### config.mk
export PLATFORM = sky130hd
export DESIGN_NAME = cwc_top
export DESIGN_NICKNAME = d
export VERILOG_FILES = /design/src/design/cwc_pkg.sv /design/src/design/cwc_top.sv
export VERILOG_INCLUDE_DIRS = /design/src /design/src/design
export SDC_FILE = /design/constraint.sdc
export NUM_CORES = 1
export LEC_CHECK = 0
export ABC_CLOCK_PERIOD_IN_PS = 6200
export BUFFER_PORTS_ARGS = -buffer_cell sky130_fd_sc_hd__buf_2
export CORE_MARGIN = 2
export CORE_UTILIZATION = 64
export DETAILED_ROUTE_END_ITERATION = 8
export PLACE_DENSITY_LB_ADDON = 0.2
export REMOVE_ABC_BUFFERS = 1
export SETUP_SLACK_MARGIN = 0.1
export SLEW_MARGIN = 0
export SYNTH_ARGS = -nofsm -noshare
export SYNTH_HDL_FRONTEND = slang
export SYNTH_SLANG_ARGS = --single-unit
### constraint.sdc
create_clock -name clk -period 6.2 [get_ports clk]
set_clock_uncertainty 0.2 [all_clocks]
set_input_delay 1.24 -clock clk [delete_from_list [all_inputs] [get_ports clk]]
set_output_delay 1.24 -clock clk [all_outputs]
set_load 0.01 [all_outputs]
### src/design/cwc_regs.svh
`ifndef CWC_REGS_SVH
`define CWC_REGS_SVH
`define CWC_ADDR_DEV_CFG 8'hA8
`define CWC_ADDR_PERI 8'hAA
`define CWC_RST_DEV_CFG 32'h0000_0000
`define CWC_RST_PERI 32'h4000_0000
`define CWC_DITHER_OFF_BIT 30
`define CWC_CLK_KHZ 125000
`define CWC_CLK_MHZ 125
`define CWC_SLEEP_T0_US 50
`define CWC_SLEEP_T1_US 200
`define CWC_SLEEP_T2_US 20000
`define CWC_SLEEP_T3_US 200000
`define CWC_SLEEP_C0 (`CWC_SLEEP_T0_US * `CWC_CLK_MHZ)
`define CWC_SLEEP_C1 (`CWC_SLEEP_T1_US * `CWC_CLK_MHZ)
`define CWC_SLEEP_C2 (`CWC_SLEEP_T2_US * `CWC_CLK_MHZ)
`define CWC_SLEEP_C3 (`CWC_SLEEP_T3_US * `CWC_CLK_MHZ)
`define CWC_GAIN_T_MS 1
`define CWC_MS_CYCLES (`CWC_GAIN_T_MS * `CWC_CLK_KHZ)
`define CWC_WD_T0_MS 100
`define CWC_WD_T1_MS 200
`define CWC_WD_T2_MS 500
`define CWC_WD_T3_MS 1000
`define CWC_WD_I2C_SCALE 10
`define CWC_EXT_BASE_KHZ 11'h008
`define CWC_DIV_STEPS 15
`define CWC_DUTY_FULL 16'h8000
`endif

### src/design/cwc_pkg.sv
package cwc_pkg;
  typedef struct packed {
    logic parity;
    logic [14:0] full_scale_input_freq;
    logic [1:0] sleep_delay;
    logic auto_current_amp_gain_on;
    logic auto_voltage_gain_on;
    logic low_power_select;
    logic [1:0] clock_source;
    logic outside_clock_on;
    logic [2:0] outside_clock_rate;
    logic host_watchdog_on;
    logic [1:0] tickle_interval;
    logic tickle_source;
    logic watchdog_fault_action;
  } cwc_dev_cfg_type;

  typedef struct packed {
    logic [15:0] duty;
    logic valid;
  } cwc_duty_type;
endpackage

### src/design/cwc_top.sv
// How it works
// - Frequency mode duty is measured frequency over full-scale field.
// - Enter idle after speed below threshold for 50us/200us/20ms/200ms.
// - Auto current-amp gain enable gives a 1 ms adjust strobe; else fixed.
// - Auto voltage gain enable gives a 1 ms adjust strobe; else none.
// - Low-power select picks standby (0) or sleep (1) as idle state.
// - Clock source code 0 internal, 3 external; 1 and 2 undefined.
// - External clock used only when its enable bit is set.
// - External rate code gives 8 kHz doubling up to 1024 kHz.
// - Watchdog monitored only while its enable bit is set.
// - Tickle interval 100/200/500/1000 ms GPIO, tenfold in I2C mode.
// - Tickle source bit: 0 takes I2C tickles, 1 takes GPIO pin tickles.
// - Missed tickle reports fault; with action bit set also latches Hi-Z.
// - Peripheral word resets to 40000000h.
// - Peripheral bit 30 set disables clock dithering.
// - Device word sits at A8h and resets to zero.
`timescale 1ns/1ps
`include "cwc_regs.svh"
module cwc_top #(
  parameter int SLEEP_C0 = `CWC_SLEEP_C0,
  parameter int SLEEP_C1 = `CWC_SLEEP_C1,
  parameter int SLEEP_C2 = `CWC_SLEEP_C2,
  parameter int SLEEP_C3 = `CWC_SLEEP_C3,
  parameter int MS_CYCLES = `CWC_MS_CYCLES
) (
  input wire logic clk,
  input wire logic rst_n,
  input wire logic reg_wr,
  input wire logic reg_rd,
  input wire logic [7:0] reg_addr,
  input wire logic [31:0] reg_wdata,
  output logic [31:0] reg_rdata_ff,
  input wire logic freq_mode,
  input wire logic meas_valid,
  input wire logic [14:0] meas_freq,
  output cwc_pkg::cwc_duty_type duty_ff,
  input wire logic speed_below,
  output logic standby_ff,
  output logic sleep_ff,
  output logic cur_gain_adj_ff,
  output logic volt_gain_adj_ff,
  output logic clk_source_ext_ff,
  output logic clk_sel_invalid_ff,
  output logic [10:0] ext_clk_rate_khz_ff,
  output logic dither_clock_off_ff,
  input wire logic tickle_pin,
  input wire logic i2c_tickle,
  input wire logic fault_clear,
  output logic wd_fault_ff,
  output logic outputs_hiz_ff
);
  import cwc_pkg::*;

  cwc_dev_cfg_type dev_cfg_ff;
  logic [31:0] peri_ff;
  logic [24:0] ms_cnt_ff;
  logic ms_tick_ff;
  logic [24:0] sleep_cnt_ff;
  logic [24:0] sleep_lim;
  logic [1:0] pin_sync_ff;
  logic pin_prev_ff;
  logic tickle_ok;
  logic [13:0] wd_cnt_ff;
  logic [13:0] wd_lim;
  logic wd_expire;
  logic div_busy_ff;
  logic [3:0] div_step_ff;
  logic [15:0] div_rem_ff;
  logic [14:0] div_q_ff;
  logic [15:0] nxt_rem;

  ////////////////////////////////////////////////////////////////////////
  always_ff @(posedge clk or negedge rst_n)
  begin
    if (!rst_n)
    begin
      dev_cfg_ff <= `CWC_RST_DEV_CFG;
      peri_ff <= `CWC_RST_PERI;
    end
    else if (reg_wr)
    begin
      if (reg_addr == `CWC_ADDR_DEV_CFG)
        dev_cfg_ff <= reg_wdata;
      if (reg_addr == `CWC_ADDR_PERI)
        peri_ff <= reg_wdata;
    end
  end

  // Unmapped reads return zero so the host can probe safely
  always_ff @(posedge clk or negedge rst_n)
  begin
    if (!rst_n)
      reg_rdata_ff <= 32'h0000_0000;
    else if (reg_rd)
      reg_rdata_ff <= (reg_addr == `CWC_ADDR_DEV_CFG) ? dev_cfg_ff :
                      (reg_addr == `CWC_ADDR_PERI) ? peri_ff : 32'h0000_0000;
  end

  ////////////////////////////////////////////////////////////////////////
  always_ff @(posedge clk or negedge rst_n)
  begin
    if (!rst_n)
    begin
      dither_clock_off_ff <= 1'b1;
      clk_source_ext_ff <= 1'b0;
      clk_sel_invalid_ff <= 1'b0;
      ext_clk_rate_khz_ff <= `CWC_EXT_BASE_KHZ;
    end
    else
    begin
      dither_clock_off_ff <= peri_ff[`CWC_DITHER_OFF_BIT];
      clk_source_ext_ff <= (dev_cfg_ff.clock_source == 2'h3) && dev_cfg_ff.outside_clock_on;
      clk_sel_invalid_ff <= (dev_cfg_ff.clock_source == 2'h1) || (dev_cfg_ff.clock_source == 2'h2);
      ext_clk_rate_khz_ff <= `CWC_EXT_BASE_KHZ << dev_cfg_ff.outside_clock_rate;
    end
  end

  ////////////////////////////////////////////////////////////////////////
  // Free-running millisecond base shared by gain strobes and watchdog
  always_ff @(posedge clk or negedge rst_n)
  begin
    if (!rst_n)
    begin
      ms_cnt_ff <= 25'h000_0000;
      ms_tick_ff <= 1'b0;
    end
    else
    begin
      ms_tick_ff <= (ms_cnt_ff == 25'(MS_CYCLES - 1));
      ms_cnt_ff <= (ms_cnt_ff == 25'(MS_CYCLES - 1)) ? 25'h000_0000 : ms_cnt_ff + 25'h000_0001;
    end
  end

  always_ff @(posedge clk or negedge rst_n)
  begin
    if (!rst_n)
    begin
      cur_gain_adj_ff <= 1'b0;
      volt_gain_adj_ff <= 1'b0;
    end
    else
    begin
      cur_gain_adj_ff <= ms_tick_ff && dev_cfg_ff.auto_current_amp_gain_on;
      volt_gain_adj_ff <= ms_tick_ff && dev_cfg_ff.auto_voltage_gain_on;
    end
  end

  ////////////////////////////////////////////////////////////////////////
  always_comb
  begin
    unique case (dev_cfg_ff.sleep_delay)
      2'h0: sleep_lim = 25'(SLEEP_C0 - 1);
      2'h1: sleep_lim = 25'(SLEEP_C1 - 1);
      2'h2: sleep_lim = 25'(SLEEP_C2 - 1);
      2'h3: sleep_lim = 25'(SLEEP_C3 - 1);
    endcase
  end

  always_ff @(posedge clk or negedge rst_n)
  begin
    if (!rst_n)
    begin
      sleep_cnt_ff <= 25'h000_0000;
      standby_ff <= 1'b0;
      sleep_ff <= 1'b0;
    end
    else if (!speed_below)
    begin
      sleep_cnt_ff <= 25'h000_0000;
      standby_ff <= 1'b0;
      sleep_ff <= 1'b0;
    end
    else if (sleep_cnt_ff >= sleep_lim)
    begin
      if (!standby_ff && !sleep_ff)
      begin
        sleep_ff <= dev_cfg_ff.low_power_select;
        standby_ff <= !dev_cfg_ff.low_power_select;
      end
    end
    else
      sleep_cnt_ff <= sleep_cnt_ff + 25'h000_0001;
  end

  ////////////////////////////////////////////////////////////////////////
  always_ff @(posedge clk or negedge rst_n)
  begin
    if (!rst_n)
    begin
      pin_sync_ff <= 2'b00;
      pin_prev_ff <= 1'b0;
    end
    else
    begin
      pin_sync_ff <= {pin_sync_ff[0], tickle_pin};
      pin_prev_ff <= pin_sync_ff[1];
    end
  end

  assign tickle_ok = dev_cfg_ff.tickle_source ? (pin_sync_ff[1] && !pin_prev_ff) : i2c_tickle;

  always_comb
  begin
    unique case (dev_cfg_ff.tickle_interval)
      2'h0: wd_lim = 14'(`CWC_WD_T0_MS);
      2'h1: wd_lim = 14'(`CWC_WD_T1_MS);
      2'h2: wd_lim = 14'(`CWC_WD_T2_MS);
      2'h3: wd_lim = 14'(`CWC_WD_T3_MS);
    endcase
    if (!dev_cfg_ff.tickle_source)
      wd_lim = 14'(wd_lim * `CWC_WD_I2C_SCALE);
  end

  assign wd_expire = dev_cfg_ff.host_watchdog_on && ms_tick_ff && (wd_cnt_ff >= wd_lim - 14'h0001);

  // Counter counts elapsed milliseconds since the last tickle
  always_ff @(posedge clk or negedge rst_n)
  begin
    if (!rst_n)
      wd_cnt_ff <= 14'h0000;
    else if (!dev_cfg_ff.host_watchdog_on || tickle_ok || wd_expire)
      wd_cnt_ff <= 14'h0000;
    else if (ms_tick_ff)
      wd_cnt_ff <= wd_cnt_ff + 14'h0001;
  end

  // Set beats clear so an expiry in the clearing cycle is never lost
  always_ff @(posedge clk or negedge rst_n)
  begin
    if (!rst_n)
    begin
      wd_fault_ff <= 1'b0;
      outputs_hiz_ff <= 1'b0;
    end
    else
    begin
      if (wd_expire)
        wd_fault_ff <= 1'b1;
      else if (fault_clear)
        wd_fault_ff <= 1'b0;
      if (wd_expire && dev_cfg_ff.watchdog_fault_action)
        outputs_hiz_ff <= 1'b1;
      else if (fault_clear)
        outputs_hiz_ff <= 1'b0;
    end
  end

  ////////////////////////////////////////////////////////////////////////
  // Restoring divider, one quotient bit per clock; new samples are dropped while busy
  assign nxt_rem = {div_rem_ff[14:0], 1'b0};

  always_ff @(posedge clk or negedge rst_n)
  begin
    if (!rst_n)
    begin
      div_busy_ff <= 1'b0;
      div_step_ff <= 4'h0;
      div_rem_ff <= 16'h0000;
      div_q_ff <= 15'h0000;
      duty_ff <= '0;
    end
    else
    begin
      duty_ff.valid <= 1'b0;
      if (!div_busy_ff)
      begin
        if (freq_mode && meas_valid)
        begin
          if (meas_freq >= dev_cfg_ff.full_scale_input_freq)
          begin
            duty_ff.duty <= `CWC_DUTY_FULL;
            duty_ff.valid <= 1'b1;
          end
          else
          begin
            div_busy_ff <= 1'b1;
            div_step_ff <= 4'h0;
            div_rem_ff <= {1'b0, meas_freq};
            div_q_ff <= 15'h0000;
          end
        end
      end
      else
      begin
        if (nxt_rem >= {1'b0, dev_cfg_ff.full_scale_input_freq})
        begin
          div_rem_ff <= nxt_rem - {1'b0, dev_cfg_ff.full_scale_input_freq};
          div_q_ff <= {div_q_ff[13:0], 1'b1};
        end
        else
        begin
          div_rem_ff <= nxt_rem;
          div_q_ff <= {div_q_ff[13:0], 1'b0};
        end
        div_step_ff <= div_step_ff + 4'h1;
        if (div_step_ff == 4'(`CWC_DIV_STEPS - 1))
        begin
          div_busy_ff <= 1'b0;
          duty_ff.duty <= {1'b0, div_q_ff[13:0], (nxt_rem >= {1'b0, dev_cfg_ff.full_scale_input_freq})};
          duty_ff.valid <= 1'b1;
        end
      end
    end
  end
endmodule

After elaboration in Yosys (flattened, before gate mapping)
Cells that the tools add are included.
- equal/unequal tests: 18
- $mul: 1
- shifts and indexed selects: 1
- order comparisons: 4
- muxes and demuxes: 39
- reduce and logical (&&, ||, !) cells: 29
- add/sub/neg operators: 6
- operators by type and width (operator ; number):
    case mux 25 bit (4 select lines) ; 1
    two-way mux 14 bit ; 6
    two-way mux 25 bit ; 3
    two-way mux 17 bit ; 4
    two-way mux 32 bit ; 2
    two-way mux 15 bit ; 4
    case mux 14 bit (4 select lines) ; 1
    adder 25 x 1 -> 25 bit, second input constant ; 2
    equality test 25 x 17 -> 1 bit, second input constant ; 1
    >= comparator 25 bit ; 1
    equality test 8 bit, second input constant ; 2
    >= comparator 16 x 15 -> 1 bit ; 1
    >= comparator 15 bit ; 1
    two-way mux 1 bit ; 15
    subtractor 15 bit ; 1
    adder 14 x 1 -> 14 bit, second input constant ; 1
    >= comparator 14 bit ; 1
    multiplier 14 x 3 -> 13 bit, second input constant ; 1
    subtractor 14 x 1 -> 14 bit, second input constant ; 1
    equality test 2 bit, second input constant ; 6
    two-way mux 4 bit ; 3
    << shifter 4 x 3 -> 11 bit, first input constant ; 1
    nonzero test 2 bit ; 5
    logical AND 1 bit ; 9
    10 further kinds ; 25
- register bits after elaboration: 235
- word-level logic and storage cells: 135
- input bits: 65

Longest topological paths before layout
Gate-level depths: netlist of run 1.
- depth after elaboration: 9
- gate-level depth with buffers: 19
- depth with buffers taken out: 17

Worst setup path before layout of run 1
Ideal clock, no wire load.
- path kind: flip-flop to flip-flop
- start point: register dev_cfg_ff[2] (netlist bit)
- end point: register wd_cnt_ff[4]
- data arrival time: 3556 ps
- setup slack: 2372 ps
- period minus slack after synthesis: 3828 ps
- required time: 5928 ps
- library setup time: 72 ps
- cell stages (with the launch flop): 19
- path through: dfrtp_1 -> inv_1 -> ha_1 -> clkbuf_1 -> nor2_1 -> mux2_2 -> ha_1 -> nand2_1 -> o21a_1 -> nor2b_1 -> o31a_1 -> ha_1 -> a21o_1 -> a211oi_1 -> nor2_1 -> o311ai_1 -> nand2b_1 -> buf_2 -> nor2_1
- word-level cells in the longest chain between the ends: 9
- elaborated cells between the ends (all ways): 13
- RTL lines (item ; RTL line ; source):
    start: declaration ; cwc_top.sv:54 ; cwc_dev_cfg_type dev_cfg_ff;
    start signal: assignment ; cwc_top.sv:77 ; dev_cfg_ff <= `CWC_RST_DEV_CFG;
    start signal: assignment ; cwc_top.sv:83 ; dev_cfg_ff <= reg_wdata;
    equality test 2 bit (tied with other cells) ; cwc_top.sv:204 ; unique case (dev_cfg_ff.tickle_interval)
    case mux 14 bit (4 select lines) (*) ; cwc_top.sv:204 ;
    multiplier 14 x 3 -> 13 bit (no line) ; - ;
    two-way mux 14 bit (*) ; cwc_top.sv:210 ; if (!dev_cfg_ff.tickle_source)
    subtractor 14 x 1 -> 14 bit (*) ; cwc_top.sv:214 ; assign wd_expire = dev_cfg_ff.host_watchdog_on && ms_tick_ff && (wd_cnt_ff >= wd_lim - 14'h0001);
    >= comparator 14 bit (*) ; cwc_top.sv:214 ;
    logical AND 1 bit (*) ; cwc_top.sv:214 ;
    logical OR 1 bit (*) ; cwc_top.sv:221 ; else if (!dev_cfg_ff.host_watchdog_on || tickle_ok || wd_expire)
    two-way mux 14 bit / nonzero test 2 bit (equally long branches) ; - ;
    end signal: assignment ; cwc_top.sv:224 ; wd_cnt_ff <= wd_cnt_ff + 14'h0001;
    end: declaration ; cwc_top.sv:63 ; logic [13:0] wd_cnt_ff;
Mark *: on every way between the ends. The rest lies on a longest branch, timed or not. The select of a mux whose other input is x is not followed.
A chain may end at the register's enable or synchronous reset.

Worst setup path after layout of run 1
- start point: register dev_cfg_ff[2] (netlist bit)
- end point: register wd_cnt_ff[12]
The elaborated chain is that of the path after synthesis.

==> metrics.md, run 1 <==
| Metric | Value |
|---|---|
| Status | complete, no violations |
| HP Class | flip-flop to flip-flop |
| Count of nets after finishing | 1424 |
| CTS tree | built |
| Total Power | approximately 4.5 mW |
| Clock input transition at the sequential cells of the worst setup and hold paths | about 60 ps |
| Crit path time final | 4400 ps |
| Ys async rst share | 100% |
| RePlAce Congestion | roughly 0.96 |
| Initial DRC Count | 614 |
| Synth Warn # | 0 |
| DRC viols | 0 |
| Post-synth EDFFs | 0 |
| Cell variety after synth | 74 |
| Die H | 143 µm |
| Mapped Area | 12300 µm² |
| Clock latency on the worst-skew pair | 520 ps |
| Crit Path Max Fanout | 14 |
| Hold Vio Cnt, Final | 0 |
| PwrDens | 326 nW/µm² |
| Most used DFF post-synth | dfrtp_1 |
| R2R Path Start | dev_cfg_ff[2] |
| CTS Buf Count | 25 |
| Buffers on Ports | 130 |
| Worst EP arrival | 4640 ps |
| Cell leakage power | 6.91 nW |
| Share of cells above drive strength 1 | 20.5% |
| CP Capture Type | flip-flop |
| DP Wirelength | 18.7 mm |
| Max-cap viol count | 0 |
| Drt wl/cell | 18.2 µm |
| Max VDD drop | about 230 µV |
| Vias | 9108 |
| Total track usage | 27.9% |
| Worst hold margin | approximately 140 ps |
| Reg2reg setup slack | ~1800 ps |
| Synth-to-Final Area Change | 13.3% |
| Max-slew headroom | 27.4% |
| Register bit total from synthesis | approximately 230 |
| Core Footprint | 18800 µm² |
| Crit path launch | dev_cfg_ff[2] |
| Row cnt | 50 |
| Worst Hold Depth | 0 |
| Initial Util | roughly two thirds |
| Setup repair after global routing missed its margin | no |
| Top-Level Pins | 134 |
| R2R depth | 16 |
| Hold Buf Count CTS | 0 |
| Post-Layout Cell Count | 1530 |
| Placed Cells incl. Taps | approximately 1500 |
| Routed vias/inst | ~6.0 |
| CTS Sinks | 232 |
| Post-layout utilization of the core | 74.3% |
| Die W | 143 µm |
| Reg2Reg Capture Point | wd_cnt_ff[12] |
| Antenna violations before repair | 1 |
| Fmax | about 0.23 GHz |
| Max clock buf depth | 3 |
| Sequential fraction of the synthesis area | 47.2% |
| Worst Max-Slew Pin Slew | 1090 ps |
| Root buf cell | clkbuf_16 |
| Slew Viols, Final | 0 |
| Vias in the first global route | 9089 |
| Post-detailed-routing wire length | 27.8 mm |
| First-pass GRT wire length | 45.7 mm |
| Post-Syn Instances | 1161 |
| Period utilisation layout | slightly above 70% |
| Total die area | 20400 µm² |
| PostCTS Resize Cnt | 0 |
| Global route total overflow | 0 |
| Crit path kind | flip-flop to flip-flop |
| Hold_sp | pin_sync_ff[0] |
| Detailed Routing Iterations Pass 1 | 5 |
| H-tree depth | 1 |
| Final Setup Violations | 0 |
| Postcts setup bufs | 0 |
| Avg Inst Size Synth | 10.6 µm² |
| Setup tns final | 0 ps |
| Worst EP required | 6440 ps |
| Routed Antenna Nets | 0 |
| Pin count of the biggest net entering global routing | 135 |
| Worst setup SP type | flip-flop |
| Worst hold endpoint | pin_sync_ff[1] |
-- where the power goes --
group          total (mW)  switching, mW  internal (mW)
logic                1.17          0.636          0.536
clock network        1.52          0.595          0.922
registers            1.85          0.157           1.70
total                4.54           1.39           3.16
-- kinds of logic after synthesis --
group / synth area share (%)
simple gates: 13.2
flops: 47.2
compound gates: 12.6
buf+inv: 4.44
mux: 10.5
fa+ha+maj: 8.50
xor+xnor: 3.56
other cells: 0.0305
-- worst max path at each step --
| stage | to | slack (ps) |
|---|---|---|
| 4_1_cts | wd_cnt_ff[12] | 1830 |
| 2_1_floorplan | div_rem_ff[9] | 2400 |
| 3_3_place_gp | div_rem_ff[8] | 1860 |
| 3_5_place_dp | div_rem_ff[7] | 1800 |
| 5_1_grt | wd_cnt_ff[2] | 1460 |
| 6_report | wd_cnt_ff[12] | 1800 |
-- placed cells by master, fill, tap and decap left out, types with 30 or more instances in the layout --
| cell | instances |
|---|---|
| o22ai_1 | 34 |
| nor2_1 | 70 |
| inv_1 | 82 |
| ha_1 | 82 |
| a21oi_1 | 37 |
| o21ai_0 | 42 |
| buf_2 | 129 |
| xnor2_1 | 30 |
| mux2i_1 | 56 |
| nand2_1 | 101 |
| dfrtp_1 | 229 |
| mux2_2 | 65 |
-- state kept, by name, indices dropped and copies added (netlist names), 2 cells and up --
register	flops
ext_clk_rate_khz_ff	8
ms_cnt_ff	25
duty_ff	17
div_step_ff	4
div_rem_ff	15
pin_sync_ff	2
sleep_cnt_ff	25
div_q_ff	14
reg_rdata_ff	32
dev_cfg_ff	32
wd_cnt_ff	14
peri_ff	32
-- area by class of cell --
class	count	area, µm²
Fill cell	1334	4830
Sequential cell	232	5810
Antenna cell	1	2.50
Clock inverter	7	123
Inverter	83	312
Timing Repair Buffer	136	718
Multi-Input combinational cell	798	5960
Clock buffer	39	718
Tap cell	234	293
-- per-stage QoR --
stage	instance area (µm²)	setup slack, ps
floorplan	12100	2400
global placement	13100	1860
detailed placement	13100	1800
CTS	13900	1830
global route	13900	1460
finish	13900	1800
-- metal layers --
metal,share of wire [%],track usage [%],vias up
met4,2.2,6.77,0
met1,44,37.4,4499
met5,0,0,-
met2,49,47.1,215
li1,-,-,4345
met3,5.1,5.60,49
-- critical path, stage by stage, from the launching register on --
cell	delay, ps
dfrtp_1	460
inv_1	190
ha_1	380
nor2_1	110
mux2_2	280
ha_1	220
nand2_1	120
o21a_1	120
nor2b_1	40
o31a_1	270
ha_1	290
a21o_1	160
a211oi_1	240
nor2_1	80
o311ai_1	470
nand2b_1	450
a21oi_1	240
-- cell usage after synthesis (all sizes together) (11+ instances only) --
master / instances / area share (%)
dfrtp: 229 / 47
nand2: 101 / 3.1
ha: 82 / 8.3
inv: 82 / 2.5
nor2: 70 / 2.1
mux2: 65 / 5.9
mux2i: 56 / 4.6
o21ai: 42 / 1.7
a21oi: 40 / 1.8
clkbuf: 34 / 1.0
o22ai: 34 / 1.7
xnor2: 30 / 2.1
nand4: 25 / 1.3
nand2b: 22 / 1.1
nand3: 22 / 0.89
xor2: 20 / 1.4
and3: 17 / 0.86
buf: 16 / 0.87
a22o: 15 / 1.1
a21o: 14 / 0.85
nor3: 11 / 0.45
Note: power is estimated with default switching activity, not from simulation.
==> run 2, diff against run 1 <==
- ABC_CLOCK_PERIOD_IN_PS: 6200 -> 4000
- CORE_UTILIZATION: 64 -> 54
- clock period: 6.2 -> 4 ns (I/O delays scaled with it)
==> run 2 against run 1 <==
Net effect: non-clock buffer count is 16 higher; count of clock-buffer cells in the layout is 5 lower; cell count is 4.2% higher; die area is 18% higher; clock power is 64% higher; sequential share of layout area is 0.77 points lower; worst setup slack worse by 1500 ps; sequential power is 54% higher; via count is 0.97% lower; first-iteration DRC count is 8.3% lower; design area is 1.9% higher; critical path type unchanged; highest routed layer is now met5.
==> metrics.md, run 2 (same netlist as run 1, synthesis figures left out) <==
| Metric | Value |
|---|---|
| Status | complete, no violations |
| Row cnt | 55 (+10%) |
| Setup repair after global routing missed its margin | no |
| Fin area | 14200 µm² (+1.9%) |
| Antenna violations before repair | 2 (+1) |
| Postcts setup bufs | 0 (unchanged) |
| DRC viols | 0 (unchanged) |
| Cell internal pwr | 5.02 mW (+59%) |
| Detailed Routing Iterations Pass 1 | 5 (unchanged) |
| Crit path time final | 3660 ps (-742 ps) |
| Slew Viols, Final | 0 (unchanged) |
| Placed Area | 13300 µm² (+1.5%) |
| CTS Buf Count | 25 (unchanged) |
| Vias in the first global route | 8930 (-1.7%) |
| Fmax | 0.273 GHz (+20%) |
| Commonest cells after routing, fill and taps aside | dfrtp_1, buf_2, nand2_1, inv_1, ha_1 |
| Initial Util | 54.7% (-11 points) |
| Pre-CTS setup slack | 173 ps (-1630 ps) |
| R2R depth | 17 (+1) |
| Sw power | 2.12 mW (+53%) |
| Core Footprint | 22500 µm² (+20%) |
| Max-cap viol count | 0 (unchanged) |
| Global route total overflow | 0 (unchanged) |
| Worst setup SP type | flip-flop |
| Drt wl/cell | 17.1 µm (-6.1%) |
| Logic pwr share | 25.3% (-0.5 points) |
| Critical Path End | wd_cnt_ff[12] |
| Crit path kind | flip-flop to flip-flop |
| Reg2Reg Capture Point | wd_cnt_ff[12] |
| Hold Vio Cnt, Final | 0 (unchanged) |
| Switching share of power | 29.7% (-0.84 points) |
| Clock input transition at the sequential cells of the worst setup and hold paths | 60 ps (about the same) |
| Hold Buf Count CTS | 0 (unchanged) |
| RePlAce Congestion | 0.816 (-15%) |
| Root buf cell | clkbuf_16 |
| Share of cells above drive strength 1 | 21.9% (+1.4 points) |
| CP Capture Type | flip-flop |
| Die H | 155 µm (+8.6%) |
| CTS tree | built |
| Synth-to-Final Area Change | 15.4% |
| Period utilisation layout | 91.5% (+20 points) |
| Total track usage | 22.8% (-5.1 points) |
| PostCTS Resize Cnt | 0 (unchanged) |
| Worst setup margin | 342 ps (-1460 ps) |
| Max VDD drop | 311 µV (+36%) |
| Clock power share | 34.8% (+1.4 points) |
| Initial DRC Count | 563 (-8.3%) |
| First-pass GRT wire length | 45.1 mm (-1.4%) |
| Buffers on Ports | 130 (unchanged) |
| Crit path launch | dev_cfg_ff[2] |
| H-tree depth | 1 (unchanged) |
| Setup tns final | 0 ps (unchanged) |
| Max clock buf depth | 3 (unchanged) |
| Die W | 155 µm (+8.6%) |
| Count of nets after finishing | 1440 (+1.1%) |
| Commonest non-fill, non-tap cell in the layout | dfrtp_1 |
| Cell leakage power | 7.01 nW (+1.5%) |
| Post-detailed-routing wire length | 27.3 mm (-2.1%) |
| Worst EP arrival | 3900 ps (-740 ps) |
| Max-slew headroom | 45.1% (+18 points) |
| R2R Path Start | dev_cfg_ff[2] |
| Clock latency on the worst-skew pair | 520 ps (about the same) |
| Worst Max-Slew Pin Slew | 821 ps (-268 ps) |
| Top-Level Pins | 134 (unchanged) |
| Final Setup Violations | 0 (unchanged) |
| Reg power frac | 39.9% (-0.9 points) |
| Largest regs | dev_cfg_ff x32, peri_ff x32, reg_rdata_ff x32 |
| CTS Sinks | 232 (unchanged) |
| Pin count of the biggest net entering global routing | 86 (-36%) |
| PwrDens | 503 nW/µm² (+54%) |
| HP Class | input port to asynchronous set/reset pin |
| Vias | 9020 (-0.97%) |
| Worst EP required | 4240 ps (-2200 ps) |
| Crit Path Max Fanout | 14 (unchanged) |
| Routed Antenna Nets | 0 (unchanged) |
| Routed vias/inst | 5.66 (-4.9%) |
| Reg2reg setup slack | 340 ps (-1460 ps) |
| Total die area | 24000 µm² (+18%) |
| DP Wirelength | 18.8 mm (+0.77%) |
run 2: how the worst min path moves through the flow:
stage	startpoint	to	slack [ps]	cells past startpoint
2_1_floorplan	pin_sync_ff[0]	pin_sync_ff[1]	130	0
3_3_place_gp	pin_sync_ff[0]	pin_sync_ff[1]	130	0
3_5_place_dp	pin_sync_ff[0]	pin_sync_ff[1]	140	0
4_1_cts	rst_n	sleep_cnt_ff[6]	80	1
5_1_grt	rst_n	sleep_cnt_ff[4]	100	1
6_report	rst_n	sleep_cnt_ff[6]	60	1
run 2: critical path: stages, from the launching register on:
cell and delay (ps):
dfrtp_1 340, inv_1 120, ha_1 240, o21bai_1 170, mux2_2 270, ha_1 220, nand2_1 120, o21a_1 120
nor2b_1 40, o31a_1 270, ha_1 300, a21o_1 160, a211oi_1 220, nor2_1 90, o311ai_2 290, nand2b_1 90
buf_4 190, a21oi_1 120
run 2: final cells by class:
cell class	instances	area [µm²]
diodes	1	2.50
clock buffers	34	709
well taps	285	357
repair buffers	152	851
multi-input cells	798	5980
inverters	83	312
flip-flops and latches	232	5810
fillers	1873	8300
clock inverters	9	179
run 2: metal layers:
layer	vias up	track usage [%]	wire length, µm
li1	4387	-	-
met1	4413	31.0	12500
met2	179	38.1	12900
met3	39	4.43	1420
met4	2	5.47	440
met5	-	0	13
run 2: metrics by stage:
stage	hold WS (ps)	util, %	instances	total power, mW
final	61.1	63.1	1594	7.15
after global routing	103	63.1	1594	7.57
after global placement	133	59.1	1550	4.64
after detailed placement	145	59.1	1550	4.69
after floorplan	131	-	1113	4.16
after CTS	80.7	63.0	1593	7.22
run 2: power groups by stage:
stage | clock network, mW | logic [mW] | registers (mW)
6_report | 2.49 | 1.81 | 2.85
5_1_grt | 2.64 | 2.04 | 2.89
4_1_cts | 2.55 | 1.81 | 2.85
3_5_place_dp | 0 | 1.80 | 2.89
3_3_place_gp | 0 | 1.75 | 2.88
2_1_floorplan | 0 | 1.26 | 2.90
==> run 3, diff against run 2 <==
- CELL_PAD_IN_SITES_DETAIL_PLACEMENT: default -> 0
- CELL_PAD_IN_SITES_GLOBAL_PLACEMENT: default -> 2
- CORE_UTILIZATION: 54 -> 35
==> run 3 against run 2 <==
Net effect: count of clock-buffer cells in the layout up 6; wire length up 12%; design area up 2.3%; first-iteration DRC count down 23%; non-clock buffer count up 9; register-to-register slack better by 50 ps; sequential power about the same; critical endpoint unchanged; largest cell class unchanged.
==> metrics.md, run 3 (same netlist as run 1, synthesis figures left out) <==
| Metric | Value |
|---|---|
| Status | complete, no violations |
| Vias | 8967 (-0.59%) |
| Crit path launch | dev_cfg_ff[3] |
| Post-layout utilization of the core | 42.1% (-21 points) |
| Routed vias/inst | 5.04 (-11%) |
| Worst setup SP type | flip-flop |
| Crit Path Max Fanout | 9 (-5) |
| Pre-CTS setup slack | 234 ps (+60.7 ps) |
| Clock latency on the worst-skew pair | 540 ps (+20 ps) |
| Slowest CP cell | dfrtp_1 |
| ANT cells | 0 (-1) |
| Routed Antenna Nets | 0 (unchanged) |
| R2R Path Start | dev_cfg_ff[3] |
| Antenna violations before repair | 4 (+2) |
| Slowest stage delay, CP | 380 ps (+40 ps) |
| Most used cell, CP | ha_1 |
| Hold Buf Count CTS | 0 (unchanged) |
| DP Wirelength | 22.1 mm (+17%) |
| Largest regs | dev_cfg_ff x32, peri_ff x32, reg_rdata_ff x32 |
| Fmax | 0.277 GHz (+1.2%) |
| GR Layer Usage met2 | 25.8% (-12 points) |
| Cell family with most CP delay | compound AO/OA/AOI/OAI gates |
| Total Power | 7.32 mW (+2.3%) |
| Pin count of the biggest net entering global routing | 86 (unchanged) |
| Max-cap viol count | 0 (unchanged) |
| H-tree depth | 1 (unchanged) |
| M3 GR Usage | 3.25% (-1.2 points) |
| Period utilisation layout | 90.3% (-1.1 points) |
| Max VDD drop | 334 µV (+7.4%) |
| Max-slew headroom | 46.5% (+1.4 points) |
| Busiest grt layer | met2 |
| Crit path buffers/inverters | 2 (unchanged) |
| CP Capture Type | flip-flop |
| Post-Layout Cell Count | 1778 (+12%) |
| PwrDens | 503 nW/µm² (about the same) |
| Initial Util | 35.6% (-19 points) |
| CTS tree | built |
| Max clock buf depth | 3 (unchanged) |
| Total die area | 36700 µm² (+53%) |
| Setup tns final | 0 ps (unchanged) |
| Final Setup Violations | 0 (unchanged) |
| Drt wl/cell | 17.2 µm (+0.47%) |
| Total track usage | 17.0% (-5.8 points) |
| Synth-to-Final Area Change | 18.1% |
| Filler Cell Count | 3384 (+81%) |
| Setup repair after global routing missed its margin | no |
| Met1 usage | 24.9% (-6.1 points) |
| Cell leakage power | 7.08 nW (+1.0%) |
| Initial DRC Count | 433 (-23%) |
| Placed Cells incl. Taps | 1727 (+11%) |
| Worst EP arrival | 3880 ps (-20 ps) |
| Buffers on Ports | 130 (unchanged) |
| Root buf cell | clkbuf_16 |
| Worst-path cell chain | buf_4 > ha_1 > o21bai_1 > mux2_2 > ha_1 > nand2_1 > o21a_1 > nor2b_1 > o31a_1 > ha_1 > a21o_1 > a211oi_1 > nor2_1 > o311ai_2 > nand2b_1 > buf_4 > a21oi_1 |
| Row cnt | 68 (+24%) |
| Die H | 192 µm (+24%) |
| Share of cells above drive strength 1 | 22.9% (+1.0 points) |
| Post-detailed-routing wire length | 30.5 mm (+12%) |
| Worst setup margin | 387 ps (+45.1 ps) |
| Die W | 192 µm (+24%) |
| Worst Max-Slew Pin Slew | 792 ps (-28.8 ps) |
| Crit path time final | 3610 ps (-45.1 ps) |
| Count of nets after finishing | 1451 (+0.76%) |
| Global route total overflow | 0 (unchanged) |
| Commonest cells after routing, fill and taps aside | dfrtp_1, buf_2, nand2_1, inv_1, ha_1 |
| RePlAce Congestion | 0.806 (-1.3%) |
| HP Class | input port to asynchronous set/reset pin |
| Worst EP required | 4270 ps (+30 ps) |
| Commonest non-fill, non-tap cell in the layout | dfrtp_1 |
| Hold Vio Cnt, Final | 0 (unchanged) |
| CTS Sinks | 232 (unchanged) |
| First-pass GRT wire length | 49.7 mm (+10%) |
| Core Footprint | 34500 µm² (+54%) |
| DRC viols | 0 (unchanged) |
| Clock input transition at the sequential cells of the worst setup and hold paths | 60 ps (about the same) |
| Top-Level Pins | 134 (unchanged) |
| Crit path kind | flip-flop to flip-flop |
| Vias in the first global route | 8999 (+0.77%) |
| Slew Viols, Final | 0 (unchanged) |
| Detailed Routing Iterations Pass 1 | 5 (unchanged) |
| CTS Buf Count | 27 (+8.0%) |
[run 3: cell type report]
class	instances	area (µm²)	area share [%]
Clock buffer	40	815	5.60
Clock inverter	9	125	0.861
Inverter	83	312	2.14
Multi-Input combinational cell	798	5980	41.2
Sequential cell	232	5810	40.0
Tap cell	455	569	3.92
Timing Repair Buffer	161	918	6.32
[run 3: through the flow]
stage / hold WS [ps] / cell area, µm²
2_1_floorplan: 131 / 12100
3_3_place_gp: 133 / 13600
3_5_place_dp: 135 / 13600
4_1_cts: 64.8 / 14500
5_1_grt: 86.7 / 14500
6_report: 36.5 / 14500
[run 3: final timing paths]
| kind | end | slack [ps] | cells after the start |
|---|---|---|---|
| max | wd_cnt_ff[12] | 390 | 17 |
| min | duty_ff[14] | 40 | 1 |
| max reg2reg | wd_cnt_ff[12] | 390 | 17 |
| min reg2reg | pin_sync_ff[1] | 150 | 0 |
| max in group asynchronous | reg_rdata_ff[0] | 2620 | 2 |
| min in group clk | pin_sync_ff[1] | 150 | 0 |
[run 3: routing by layer]
layer | wire (µm) | up-vias
li1 | - | 4413
met1 | 15600 | 4357
met2 | 13000 | 149
met3 | 1380 | 40
met4 | 507 | 8
met5 | 50 | -
[run 3: where the power goes]
group	internal, mW	switching, mW	leakage [nW]
registers	2.63	0.216	3.11
clock network	1.59	0.998	0.460
logic	0.849	1.03	3.51
total	5.07	2.24	7.08
[run 3: timing repair]
action                                  CTS  global route
endpoints found under the setup margin    0            16
gates resized for setup                   0             5
setup buffers                             0             2
